[config.mk]
export PLATFORM = sky130hd
export DESIGN_NAME = ppc_regs
export DESIGN_NICKNAME = d
export VERILOG_FILES = /design/src/hw/ppc_pkg.sv /design/src/hw/ppc_tdr_engine.sv /design/src/hw/ppc_loop_path.sv /design/src/hw/ppc_regs.sv
export SDC_FILE = /design/constraint.sdc
export NUM_CORES = 1
export LEC_CHECK = 0
export BUFFER_PORTS_ARGS = -buffer_cell sky130_fd_sc_hd__buf_4
export CORE_UTILIZATION = 58
export CTS_CLUSTER_DIAMETER = 40
export DETAILED_ROUTE_END_ITERATION = 7
export GPL_TIMING_DRIVEN = 0
export PLACE_DENSITY = 0.86
export SYNTH_ARGS = -nofsm -noshare
export SYNTH_HDL_FRONTEND = slang
export SYNTH_HIERARCHICAL = 1
export SYNTH_SLANG_ARGS = --single-unit
[constraint.sdc]
create_clock -name mclk -period 6.7 [get_ports mclk]
set_clock_uncertainty 0.1 [all_clocks]
set_input_delay 1.34 -clock mclk [delete_from_list [all_inputs] [get_ports mclk]]
set_output_delay 1.34 -clock mclk [all_outputs]
set_load 0.005 [all_outputs]
[src/hw/ppc_pkg.sv]
// shared constants and types for the phy port control and diagnostic register slice
package ppc_pkg;

    // ==========================================================
    // register indices (byte address is four times the index)
    localparam logic [5:0] IDX_P1_DIAG   = 6'h1A;
    localparam logic [5:0] IDX_P1_FAULT  = 6'h1B;
    localparam logic [5:0] IDX_P1_LINK   = 6'h1C;
    localparam logic [5:0] IDX_P2_DIAG   = 6'h2A;
    localparam logic [5:0] IDX_P2_FAULT  = 6'h2B;
    localparam logic [5:0] IDX_P2_LINK   = 6'h2C;
    localparam int         NUM_PORTS     = 2;
    localparam int         ADDR_W        = 8;
    localparam int         DATA_W        = 32;

    // ==========================================================
    // diagnostic and loopback control field positions
    localparam int BIT_CT_EN      = 4;
    localparam int BIT_LINK_PASS  = 3;
    localparam int BIT_DIAG_RSVD  = 2;
    localparam int BIT_RLOOP      = 1;
    localparam int BIT_FAULT_MSB  = 0;

    // link control field positions
    localparam int BIT_AUTONEG    = 7;
    localparam int BIT_SPEED_100  = 6;
    localparam int BIT_FULL_DUP   = 5;

    // ==========================================================
    // values after reset
    localparam logic       RST_CT_EN     = 1'b0;
    localparam logic       RST_LINK_PASS = 1'b0;
    localparam logic       RST_RLOOP     = 1'b0;
    localparam logic       RST_FULL_DUP  = 1'b1;
    localparam logic       RST_DIAG_RSVD = 1'b0;
    localparam logic [8:0] RST_FAULT     = 9'h000;

    // ==========================================================
    // diagnostic engine
    localparam int         FAULT_W        = 9;
    localparam logic [8:0] FAULT_MAX      = 9'h1FF;
    localparam int         PRE_W          = 16;
    localparam int         STEP_CYCLES_DF = 1;
    localparam int         SYM_W_DF       = 5;

    typedef enum logic {
        TDR_IDLE,
        TDR_RUN
    } ppc_tdr_state_t;

    // ==========================================================
    // per-port control bundle toward the phy
    typedef struct packed {
        logic autoneg_en;
        logic speed_100;
        logic full_duplex;
        logic use_forced;
        logic link_pass;
        logic remote_loop;
    } ppc_phy_ctl_t;

    localparam ppc_phy_ctl_t RST_PHY_CTL = '{
        autoneg_en:  1'b1,
        speed_100:   1'b1,
        full_duplex: 1'b1,
        use_forced:  1'b0,
        link_pass:   1'b0,
        remote_loop: 1'b0
    };

endpackage

[src/hw/ppc_tdr_engine.sv]
// cable diagnostic run sequencer with held fault count
`timescale 1ns/10ps
module ppc_tdr_engine #(
    parameter int STEP_CYCLES = ppc_pkg::STEP_CYCLES_DF
) (
    input  wire logic                   mclk,
    input  wire logic                   sys_rst,
    input  wire logic                   ce,
    input  wire logic                   start,
    input  wire logic                   echo,
    output logic                        done,
    output logic [ppc_pkg::FAULT_W-1:0] fault_cnt
);

    // ==========================================================
    // state
    ppc_pkg::ppc_tdr_state_t          st_r;
    ppc_pkg::ppc_tdr_state_t          st_nxt;
    logic [ppc_pkg::FAULT_W-1:0]      cnt_r;
    logic [ppc_pkg::FAULT_W-1:0]      cnt_nxt;
    logic [ppc_pkg::PRE_W-1:0]        pre_r;
    logic [ppc_pkg::PRE_W-1:0]        pre_nxt;
    logic                             done_r;
    logic                             done_nxt;

    localparam logic [ppc_pkg::PRE_W-1:0] PRE_LAST = ppc_pkg::PRE_W'(STEP_CYCLES - 1);

    always_comb begin
        st_nxt   = st_r;
        cnt_nxt  = cnt_r;
        pre_nxt  = pre_r;
        done_nxt = 1'b0;
        case (st_r)
            ppc_pkg::TDR_IDLE: begin
                pre_nxt = '0;
            end
            ppc_pkg::TDR_RUN: begin
                // echo ends the run; no echo by full scale means no fault in range
                if (echo) begin
                    st_nxt   = ppc_pkg::TDR_IDLE;
                    done_nxt = 1'b1;
                end else if (pre_r == PRE_LAST) begin
                    pre_nxt = '0;
                    if (cnt_r == ppc_pkg::FAULT_MAX) begin
                        st_nxt   = ppc_pkg::TDR_IDLE;
                        done_nxt = 1'b1;
                    end else begin
                        cnt_nxt = cnt_r + 9'h001;
                    end
                end else begin
                    pre_nxt = pre_r + 16'h0001;
                end
            end
            default: begin
                st_nxt = ppc_pkg::TDR_IDLE;
            end
        endcase
        // count held until a new run starts
        if (start) begin
            st_nxt   = ppc_pkg::TDR_RUN;
            cnt_nxt  = ppc_pkg::RST_FAULT;
            pre_nxt  = '0;
            done_nxt = 1'b0;
        end
    end

    always_ff @(posedge mclk) begin
        if (sys_rst) begin
            st_r   <= ppc_pkg::TDR_IDLE;
            cnt_r  <= ppc_pkg::RST_FAULT;
            pre_r  <= '0;
            done_r <= 1'b0;
        end else if (ce) begin
            st_r   <= st_nxt;
            cnt_r  <= cnt_nxt;
            pre_r  <= pre_nxt;
            done_r <= done_nxt;
        end
    end

    assign done      = done_r;
    assign fault_cnt = cnt_r;

endmodule

[src/hw/ppc_loop_path.sv]
// per-port symbol path with remote loopback at the pmd/pma layer
`timescale 1ns/10ps
module ppc_loop_path #(
    parameter int SYM_W = ppc_pkg::SYM_W_DF
) (
    input  wire logic             mclk,
    input  wire logic             sys_rst,
    input  wire logic             ce,
    input  wire logic             loop_en,
    input  wire logic [SYM_W-1:0] rx_sym,
    input  wire logic [SYM_W-1:0] mac_tx_sym,
    output logic      [SYM_W-1:0] tx_sym,
    output logic      [SYM_W-1:0] mac_rx_sym
);

    logic [SYM_W-1:0] tx_r;
    logic [SYM_W-1:0] tx_nxt;
    logic [SYM_W-1:0] mrx_r;
    logic [SYM_W-1:0] mrx_nxt;

    always_comb begin
        // loop turns inside this port's phy, never through the switch
        tx_nxt  = loop_en ? rx_sym : mac_tx_sym;
        mrx_nxt = rx_sym;
    end

    always_ff @(posedge mclk) begin
        if (sys_rst) begin
            tx_r  <= '0;
            mrx_r <= '0;
        end else if (ce) begin
            tx_r  <= tx_nxt;
            mrx_r <= mrx_nxt;
        end
    end

    assign tx_sym     = tx_r;
    assign mac_rx_sym = mrx_r;

endmodule

[src/hw/ppc_regs.sv]
// apb register slice for phy port control, cable diagnostic and remote loopback
// Notes on behaviour
// writing one to cable test enable starts a run; hardware clears it when done
// software reads enable zero as run complete and result valid
// nine-bit read-only fault count, top bit at bit 0 of control register
// low eight bits of fault count in own read-only register, reset zero
// fault distance is about 0.4 metre times the fault count
// remote loopback sends received port data back out the same port
// loopback point is the port phy pmd/pma; bit zero means normal operation
// bit 2 of diagnostic control is reserved, read-only, reads zero
// autoneg bit 7 set negotiates; cleared uses forced speed and duplex bits
// force speed one selects 100BT, zero selects 10BT when autoneg off
// autoneg enable reset value taken from per-port strap pin during reset
// force speed reset value taken from per-port strap pin during reset
// bit 5 forces full or half duplex when autoneg off or failed
// fault count from last run holds until next run or reset
//
// Added by the designer: the APB slave port.
`timescale 1ns/10ps
module ppc_regs #(
    parameter int STEP_CYCLES = ppc_pkg::STEP_CYCLES_DF,
    parameter int SYM_W       = ppc_pkg::SYM_W_DF
) (
    input  wire logic                          mclk,
    input  wire logic                          sys_rst,
    input  wire logic                          ce,
    // apb slave
    input  wire logic                          psel,
    input  wire logic                          penable,
    input  wire logic                          pwrite,
    input  wire logic [ppc_pkg::ADDR_W-1:0]    paddr,
    input  wire logic [ppc_pkg::DATA_W-1:0]    pwdata,
    output logic      [ppc_pkg::DATA_W-1:0]    prdata,
    output logic                               pready,
    output logic                               pslverr,
    // strap pins
    input  wire logic                          port1_strap_a,
    input  wire logic                          port1_strap_b,
    input  wire logic                          port2_strap_a,
    input  wire logic                          port2_strap_b,
    // cable reflection detect from the analog front end
    input  wire logic                          port1_echo,
    input  wire logic                          port2_echo,
    // autoneg failure flags from phy logic
    input  wire logic [ppc_pkg::NUM_PORTS-1:0] autoneg_failed,
    // symbol paths
    input  wire logic [SYM_W-1:0]              port1_rx_pair,
    input  wire logic [SYM_W-1:0]              port2_rx_pair,
    input  wire logic [SYM_W-1:0]              port1_mac_tx,
    input  wire logic [SYM_W-1:0]              port2_mac_tx,
    output logic      [SYM_W-1:0]              port1_tx_pair,
    output logic      [SYM_W-1:0]              port2_tx_pair,
    output logic      [SYM_W-1:0]              port1_mac_rx,
    output logic      [SYM_W-1:0]              port2_mac_rx,
    // control toward each phy
    output ppc_pkg::ppc_phy_ctl_t              port1_phy_ctl,
    output ppc_pkg::ppc_phy_ctl_t              port2_phy_ctl
);

    localparam int NP = ppc_pkg::NUM_PORTS;

    // ==========================================================
    // pin synchronisers
    logic [NP-1:0] strap_a_s1_r;
    logic [NP-1:0] strap_a_s2_r;
    logic [NP-1:0] strap_b_s1_r;
    logic [NP-1:0] strap_b_s2_r;
    logic [NP-1:0] echo_s1_r;
    logic [NP-1:0] echo_s2_r;

    always_ff @(posedge mclk) begin
        if (ce) begin
            strap_a_s1_r <= {port2_strap_a, port1_strap_a};
            strap_a_s2_r <= strap_a_s1_r;
            strap_b_s1_r <= {port2_strap_b, port1_strap_b};
            strap_b_s2_r <= strap_b_s1_r;
            echo_s1_r    <= {port2_echo, port1_echo};
            echo_s2_r    <= echo_s1_r;
        end
    end

    // ==========================================================
    // apb access decode
    logic                        setup_ph;
    logic                        wr_acc;
    logic                        pready_r;
    logic                        pready_nxt;
    logic                        pslverr_r;
    logic                        pslverr_nxt;
    logic [ppc_pkg::DATA_W-1:0]  prdata_r;
    logic [ppc_pkg::DATA_W-1:0]  prdata_nxt;
    logic [5:0]                  idx;
    logic                        aligned;

    assign setup_ph = psel & ~penable;
    assign wr_acc   = psel & penable & pready_r & pwrite & ~pslverr_r;
    assign idx      = paddr[7:2];
    assign aligned  = (paddr[1:0] == 2'b00);

    // ==========================================================
    // per-port state shared with the read mux
    logic [NP-1:0]               ct_en_w;
    logic [NP-1:0]               link_pass_w;
    logic [NP-1:0]               rloop_w;
    logic [NP-1:0]               an_w;
    logic [NP-1:0]               spd_w;
    logic [NP-1:0]               dup_w;
    logic [ppc_pkg::FAULT_W-1:0] fault_w   [NP];
    logic [SYM_W-1:0]            rx_w      [NP];
    logic [SYM_W-1:0]            mtx_w     [NP];
    logic [SYM_W-1:0]            tx_w      [NP];
    logic [SYM_W-1:0]            mrx_w     [NP];
    ppc_pkg::ppc_phy_ctl_t       phy_ctl_w [NP];

    assign rx_w[0]  = port1_rx_pair;
    assign rx_w[1]  = port2_rx_pair;
    assign mtx_w[0] = port1_mac_tx;
    assign mtx_w[1] = port2_mac_tx;

    genvar p;
    generate
        for (p = 0; p < NP; p++) begin : g_port
            localparam logic [5:0] I_DIAG = (p == 0) ? ppc_pkg::IDX_P1_DIAG
                                                     : ppc_pkg::IDX_P2_DIAG;
            localparam logic [5:0] I_LINK = (p == 0) ? ppc_pkg::IDX_P1_LINK
                                                     : ppc_pkg::IDX_P2_LINK;

            logic                  wr_diag;
            logic                  wr_link;
            logic                  start;
            logic                  done;
            logic                  ct_en_r;
            logic                  ct_en_nxt;
            logic                  lp_r;
            logic                  lp_nxt;
            logic                  rl_r;
            logic                  rl_nxt;
            logic                  an_r;
            logic                  an_nxt;
            logic                  spd_r;
            logic                  spd_nxt;
            logic                  dup_r;
            logic                  dup_nxt;
            ppc_pkg::ppc_phy_ctl_t ctl_r;
            ppc_pkg::ppc_phy_ctl_t ctl_nxt;

            assign wr_diag = wr_acc & aligned & (idx == I_DIAG);
            assign wr_link = wr_acc & aligned & (idx == I_LINK);
            // start allowed while idle or in the finishing cycle
            assign start   = wr_diag & pwdata[ppc_pkg::BIT_CT_EN] & (~ct_en_r | done);

            always_comb begin
                ct_en_nxt = ct_en_r;
                lp_nxt    = lp_r;
                rl_nxt    = rl_r;
                an_nxt    = an_r;
                spd_nxt   = spd_r;
                dup_nxt   = dup_r;
                // set wins over the self-clear
                if (done) begin
                    ct_en_nxt = 1'b0;
                end
                if (start) begin
                    ct_en_nxt = 1'b1;
                end
                if (wr_diag) begin
                    lp_nxt = pwdata[ppc_pkg::BIT_LINK_PASS];
                    rl_nxt = pwdata[ppc_pkg::BIT_RLOOP];
                end
                if (wr_link) begin
                    an_nxt  = pwdata[ppc_pkg::BIT_AUTONEG];
                    spd_nxt = pwdata[ppc_pkg::BIT_SPEED_100];
                    dup_nxt = pwdata[ppc_pkg::BIT_FULL_DUP];
                end
                ctl_nxt.autoneg_en  = an_r;
                ctl_nxt.speed_100   = spd_r;
                ctl_nxt.full_duplex = dup_r;
                ctl_nxt.use_forced  = ~an_r | autoneg_failed[p];
                ctl_nxt.link_pass   = lp_r;
                ctl_nxt.remote_loop = rl_r;
            end

            always_ff @(posedge mclk) begin
                if (sys_rst) begin
                    ct_en_r <= ppc_pkg::RST_CT_EN;
                    lp_r    <= ppc_pkg::RST_LINK_PASS;
                    rl_r    <= ppc_pkg::RST_RLOOP;
                    an_r    <= strap_a_s2_r[p];
                    spd_r   <= strap_b_s2_r[p];
                    dup_r   <= ppc_pkg::RST_FULL_DUP;
                    ctl_r   <= ppc_pkg::RST_PHY_CTL;
                end else if (ce) begin
                    ct_en_r <= ct_en_nxt;
                    lp_r    <= lp_nxt;
                    rl_r    <= rl_nxt;
                    an_r    <= an_nxt;
                    spd_r   <= spd_nxt;
                    dup_r   <= dup_nxt;
                    ctl_r   <= ctl_nxt;
                end
            end

            ppc_tdr_engine #(
                .STEP_CYCLES (STEP_CYCLES)
            ) u_tdr (
                .mclk      (mclk),
                .sys_rst   (sys_rst),
                .ce        (ce),
                .start     (start),
                .echo      (echo_s2_r[p]),
                .done      (done),
                .fault_cnt (fault_w[p])
            );

            ppc_loop_path #(
                .SYM_W (SYM_W)
            ) u_loop (
                .mclk       (mclk),
                .sys_rst    (sys_rst),
                .ce         (ce),
                .loop_en    (rl_r),
                .rx_sym     (rx_w[p]),
                .mac_tx_sym (mtx_w[p]),
                .tx_sym     (tx_w[p]),
                .mac_rx_sym (mrx_w[p])
            );

            assign ct_en_w[p]     = ct_en_r;
            assign link_pass_w[p] = lp_r;
            assign rloop_w[p]     = rl_r;
            assign an_w[p]        = an_r;
            assign spd_w[p]       = spd_r;
            assign dup_w[p]       = dup_r;
            assign phy_ctl_w[p]   = ctl_r;
        end
    endgenerate

    // ==========================================================
    // read mux
    logic [7:0] rd_byte;
    logic       hit;

    always_comb begin
        rd_byte = 8'h00;
        hit     = 1'b0;
        if (aligned) begin
            for (int i = 0; i < NP; i++) begin
                if (idx == ((i == 0) ? ppc_pkg::IDX_P1_DIAG : ppc_pkg::IDX_P2_DIAG)) begin
                    hit                             = 1'b1;
                    rd_byte[ppc_pkg::BIT_CT_EN]     = ct_en_w[i];
                    rd_byte[ppc_pkg::BIT_LINK_PASS] = link_pass_w[i];
                    rd_byte[ppc_pkg::BIT_DIAG_RSVD] = ppc_pkg::RST_DIAG_RSVD;
                    rd_byte[ppc_pkg::BIT_RLOOP]     = rloop_w[i];
                    rd_byte[ppc_pkg::BIT_FAULT_MSB] = fault_w[i][8];
                end
                if (idx == ((i == 0) ? ppc_pkg::IDX_P1_FAULT : ppc_pkg::IDX_P2_FAULT)) begin
                    hit     = 1'b1;
                    rd_byte = fault_w[i][7:0];
                end
                if (idx == ((i == 0) ? ppc_pkg::IDX_P1_LINK : ppc_pkg::IDX_P2_LINK)) begin
                    hit                             = 1'b1;
                    rd_byte[ppc_pkg::BIT_AUTONEG]   = an_w[i];
                    rd_byte[ppc_pkg::BIT_SPEED_100] = spd_w[i];
                    rd_byte[ppc_pkg::BIT_FULL_DUP]  = dup_w[i];
                end
            end
        end
    end

    // ==========================================================
    // apb answer: one wait-free access phase
    always_comb begin
        pready_nxt  = setup_ph;
        pslverr_nxt = setup_ph & ~hit;
        prdata_nxt  = prdata_r;
        if (setup_ph) begin
            prdata_nxt = (hit & ~pwrite) ? {24'h000000, rd_byte} : 32'h00000000;
        end
    end

    always_ff @(posedge mclk) begin
        if (sys_rst) begin
            pready_r  <= 1'b0;
            pslverr_r <= 1'b0;
            prdata_r  <= 32'h00000000;
        end else if (ce) begin
            pready_r  <= pready_nxt;
            pslverr_r <= pslverr_nxt;
            prdata_r  <= prdata_nxt;
        end
    end

    assign pready        = pready_r;
    assign pslverr       = pslverr_r;
    assign prdata        = prdata_r;
    assign port1_tx_pair = tx_w[0];
    assign port2_tx_pair = tx_w[1];
    assign port1_mac_rx  = mrx_w[0];
    assign port2_mac_rx  = mrx_w[1];
    assign port1_phy_ctl = phy_ctl_w[0];
    assign port2_phy_ctl = phy_ctl_w[1];

endmodule

== Yosys cells after proc, flatten, opt, wreduce, memory -nomap -nowiden ==
Cells that the tools add are included.
Word-level totals
  register bits: 144
  input bits: 74
  output and inout bits: 66
  word-level logic and storage cells: 189
Cells by class
  add/sub/neg operators: 4
  eq/ne operators: 14
  muxes and demuxes: 71
  bitwise operators: 30
  reductions and logical operators: 25
Operators with widths (count)
  two-way mux 16 bit: 6
  two-way mux 9 bit: 10
  case mux 16 bit (2 select lines): 2
  two-way mux 1 bit: 43
  adder 16 x 1 -> 16 bit (second input constant): 2
  zero test 16 bit: 2
  two-way mux 8 bit: 4
  AND reduction 2 bit: 11
  two-way mux 5 bit: 4
  adder 9 x 1 -> 9 bit (second input constant): 2
  equality test 6 x 5 -> 1 bit (second input constant): 3
  equality test 6 bit (second input constant): 3
  equality test 9 bit (second input constant): 2
  nonzero test 2 bit: 9
  AND 1 bit: 16
  inverter 1 bit: 10
  AND reduction 5 bit: 2
  two-way mux 3 bit: 2
  != test 3 bit (second input constant): 2
  != test 2 x 1 -> 1 bit (second input constant): 2
  != test 2 bit (second input constant): 2
  OR 1 bit: 4
  zero test 2 bit: 1

== Depth between registers and ports, before layout ==
  word-level depth: 10
  depth in mapped cells: 12

== Cells and area by module ==
Netlist, hierarchy kept.
Modules (own cells, without submodules)
  ppc_tdr_engine: instances 2, cells an instance 153, area each 1356.3 sq um, sequential area each 540.5 sq um
  ppc_regs: instances 1, cells an instance 221, area each 2229.6 sq um, sequential area each 1081.0 sq um
  ppc_loop_path: instances 2, cells an instance 38, area each 401.6 sq um, sequential area each 200.2 sq um

== Least setup slack after synthesis ==
OpenSTA, ideal clock, no wires.
  kind: in2reg
  start: in paddr[6] (netlist bit)
  end: reg g_port[1].u_tdr/pre_r[7] (netlist bit)
  setup time: 0.070 ns
  arrival time: 3.031 ns
  data required time: 6.530 ns
  setup slack: 3.499 ns
  stages on the path: 11
  path through: and2b_1 -> buf_4 -> buf_6 -> o21ai_0 -> nor2_1 -> buf_4 -> nand3b_4 -> and4_4 -> nand2_4 -> or3_1 -> a21oi_1
Between the ends
  cells in the longest elaborated chain, start to end: 6
Ends and longest elaborated chain
  start, declared: RTL line ppc_regs.sv:31  | input wire logic [ppc_pkg::ADDR_W-1:0] paddr,
  equality test 6 bit (*): RTL line ppc_regs.sv:147  | assign wr_diag = wr_acc & aligned & (idx == I_DIAG);
  AND 1 bit (*): RTL line ppc_regs.sv:147
  AND 1 bit (*) (2 in series): RTL line ppc_regs.sv:150  | assign start = wr_diag & pwdata[ppc_pkg::BIT_CT_EN] & (~ct_en_r | done);
  != test 3 bit (no line)
  AND reduction 2 bit (no line)
  end signal, assigned: RTL line ppc_tdr_engine.sv:76  | pre_r <= pre_nxt;
  end, declared: RTL line ppc_tdr_engine.sv:21  | logic [ppc_pkg::PRE_W-1:0] pre_r;
Mark *: on every way between the ends. The rest lies on a longest branch, timed or not.
A chain may end at the register's enable or synchronous reset.

== Final worst setup path ==
  start: in paddr[6] (netlist bit)
  end: reg g_port[1].u_tdr/pre_r[9] (netlist bit)
Same word-level chain as after synthesis.

==> results.toml <==
[grt]
grt_pass1_vias = 4681
grt_usage_pct = 27.3
grt_pass1_wl_um = 21900
gr-total-overflow = 0
grt_start_max_net_pins = 28
antenna_found_initial = 0

[placement]
gp_congestion = 0.892
placed_area_um2 = 6660
portBuffers = 89
hpwl_um = 9340
dp.cells = 844

[yosys]
synth_warnings = 6
yosysUniqueCellTypes = 64
synth_edf_count = 16
ys_top_cells_by_area = "dfxtp_1, edfxtp_1, mux2i_1, nor2_1, buf_4"
yosys.area_share.simple_pct = 24.5
yosys.area.top_type = "dfxtp_1"
ys_seq_area_share_pct = 44.6
synth_top_family_by_area = "simple AND/OR/NAND/NOR gates"
syn_area_per_cell_um2 = 9.53
postSynth.asyncResetShare_pct = 0
synthCells = 603
synth.mux.area_fraction_pct = 5.05
synth_seq_cells = 120
synth_top_cell_area_share_pct = 36.2
synthAdderAreaFrac_pct = 1.74
syn_area_um2 = 5750
synth-xor-area-share_pct = 3.96
synth_flop_cell = "dfxtp_1"
synth_compound_area_share_pct = 12.8

[floorplanning]
die_width_um = 102
die_h_um = 102
start_util_pct = 61.0
dieArea_um2 = 10300
core_area_um2 = 9420
rows = 35
io_pins = 140

[power]
p_leak_nw = 3.14
ir_drop_v = 0.000190
fin_total_pwr_mw = 1.77
p_per_area_nw_per_um2 = 245

[clock_tree]
clk_path_buf_depth = 2
cts-buffers-inserted = 17
clock_latency_ns = 0.52
clk_pin_slew_ns = 0.06
cts_tree = "done"
postCtsSetupRepairBufs = 0
clock-sinks = 120
ctsHoldBuffers = 0
htree_levels = 4
cts-root-buf = "clkbuf_8"
cts_resized = 0

[timing]
max_freq_mhz = 320
period_share_pct = 46.6
fin_crit_ns = 3.12
worst_slew_pin_slew_ns = 0.638
setup_viol = 0
drv_slew = 0
max-slew-margin-rel_pct = 57.5
fin_setup_tns_ns = 0
final_hold_viol_count = 0
rsz0062_at_grt = "no"

[drt]
drt-wirelength-per-cell_um = 15.4
ant_nets = 0
vias = 4932
drc = 1
first_pass_iters = 8
first_iter_violations = 275
vias_per_cell = 5.63
wirelength_um = 13500

[run_status]
violations = "design-rule violations"
outcome = "finished, violations left"

[final_layout]
final_common_cell = "buf_4"
diodes = 0
design_area_um2 = 7230
fin_nets = 816
finalCoreUtilization_pct = 76.8
final_cell_mix = "buf_4, dfxtp_1, nor2_1, nand2_1, mux2i_1"
syn_to_final_growth_pct = 25.8
layout-drive-gt1-share_pct = 26.8
fin_cells = 876

[hold_path]
hold_path_class = "reg -> reg"
hold_depth = 0

[worst_setup_path]
crit_arrival_ns = 3.48
startpoint_type = "input pin"
worstPathRequired_ns = 7.05
critPathCaptureType = "flip-flop"
crit_type = "in -> reg"
crit_fanout = 10
rr_worst_depth = 9

[flow_run]
max_cap_viol_count = 0
layout make-up:
cell class | count | area (um2)
Fill cell | 609 | 2190
Multi-Input combinational cell | 441 | 2850
Sequential cell | 120 | 2560
Clock buffer | 18 | 418
Tap cell | 129 | 161
Buffer | 55 | 378
Clock inverter | 14 | 149
Inverter | 10 | 37.5
Timing Repair Buffer | 89 | 668
logic make-up after synthesis:
group,count (synthesis)
DFF,120
other,1
xor gates and xnor gates,26
AOI/OAI and AO/OA,106
muxes,29
adders and majority gates,8
buffers and inverters,65
and+or+nand+nor,248
routing by layer:
layer	track usage [%]	share of wire, %
met3	7.80	6.2
met2	45.3	49
met1	33.4	42
met5	0	0
met4	11.1	2.4
registers in the layout, indices dropped and copies added, names as in the netlist, 6 cells and up:
signal and flops:
g_port.u_tdr/pre_r 32, g_port.u_loop/mac_rx_sym 10, g_port.u_loop/tx_sym 10, port2_phy_ctl 6, g_port.u_tdr/fault_cnt 18, port1_phy_ctl 6, prdata 8
critical path, cell delays in order:
cell,delay (ns)
buf_4,0.12
and2b_1,0.25
buf_4,0.20
buf_6,0.16
o21ai_0,0.09
nor2_1,0.11
buf_4,0.18
nand3b_4,0.18
and4_4,0.29
nand2_4,0.07
or3_1,0.34
a21oi_1,0.15
report_power, final:
part / switching [mW] / total [mW] / internal, mW
Combinational: 0.0698 / 0.140 / 0.0706
Clock: 0.337 / 0.867 / 0.530
Sequential: 0.0108 / 0.761 / 0.750
Total: 0.418 / 1.77 / 1.35
final timing paths:
kind,slack (ns),startpoint,to
max reg2reg,4.15,g_port[0].u_tdr/fault_cnt[0]$_SDFFE_PP0P_,g_port[0].u_tdr/fault_cnt[7]$_SDFFE_PP0P_
min,0.32,echo_s1_r[0]$_DFFE_PP_,echo_s2_r[0]$_DFFE_PP_
min reg2reg,0.32,echo_s1_r[0]$_DFFE_PP_,echo_s2_r[0]$_DFFE_PP_
max,3.58,paddr[6],g_port[1].u_tdr/pre_r[9]$_SDFFE_PP0P_
synth_stat cells, drive strengths merged, types with 5 or more instances:
cell / instances
dfxtp: 104
nor2: 74
buf: 52
nand2: 49
mux2i: 29
o21ai: 29
nand3: 24
xor2: 22
and3: 19
a21oi: 18
edfxtp: 16
nor3: 12
a211oi: 10
inv: 10
nor2b: 10
and4: 8
ha: 8
nand2b: 8
a21o: 7
nand4: 7
a211o: 6
a22o: 6
nand3b: 6
nor4: 6
o31ai: 6
or3: 5
per-stage QoR:
stage / hold WS, ns / worst slack (ns)
global route: 0.331 / 3.52
global placement: 0.304 / 3.18
detailed placement: 0.308 / 3.13
finish: 0.321 / 3.58
floorplan: 0.300 / 3.50
CTS: 0.322 / 3.63
Power figures use the tool's default switching activity.
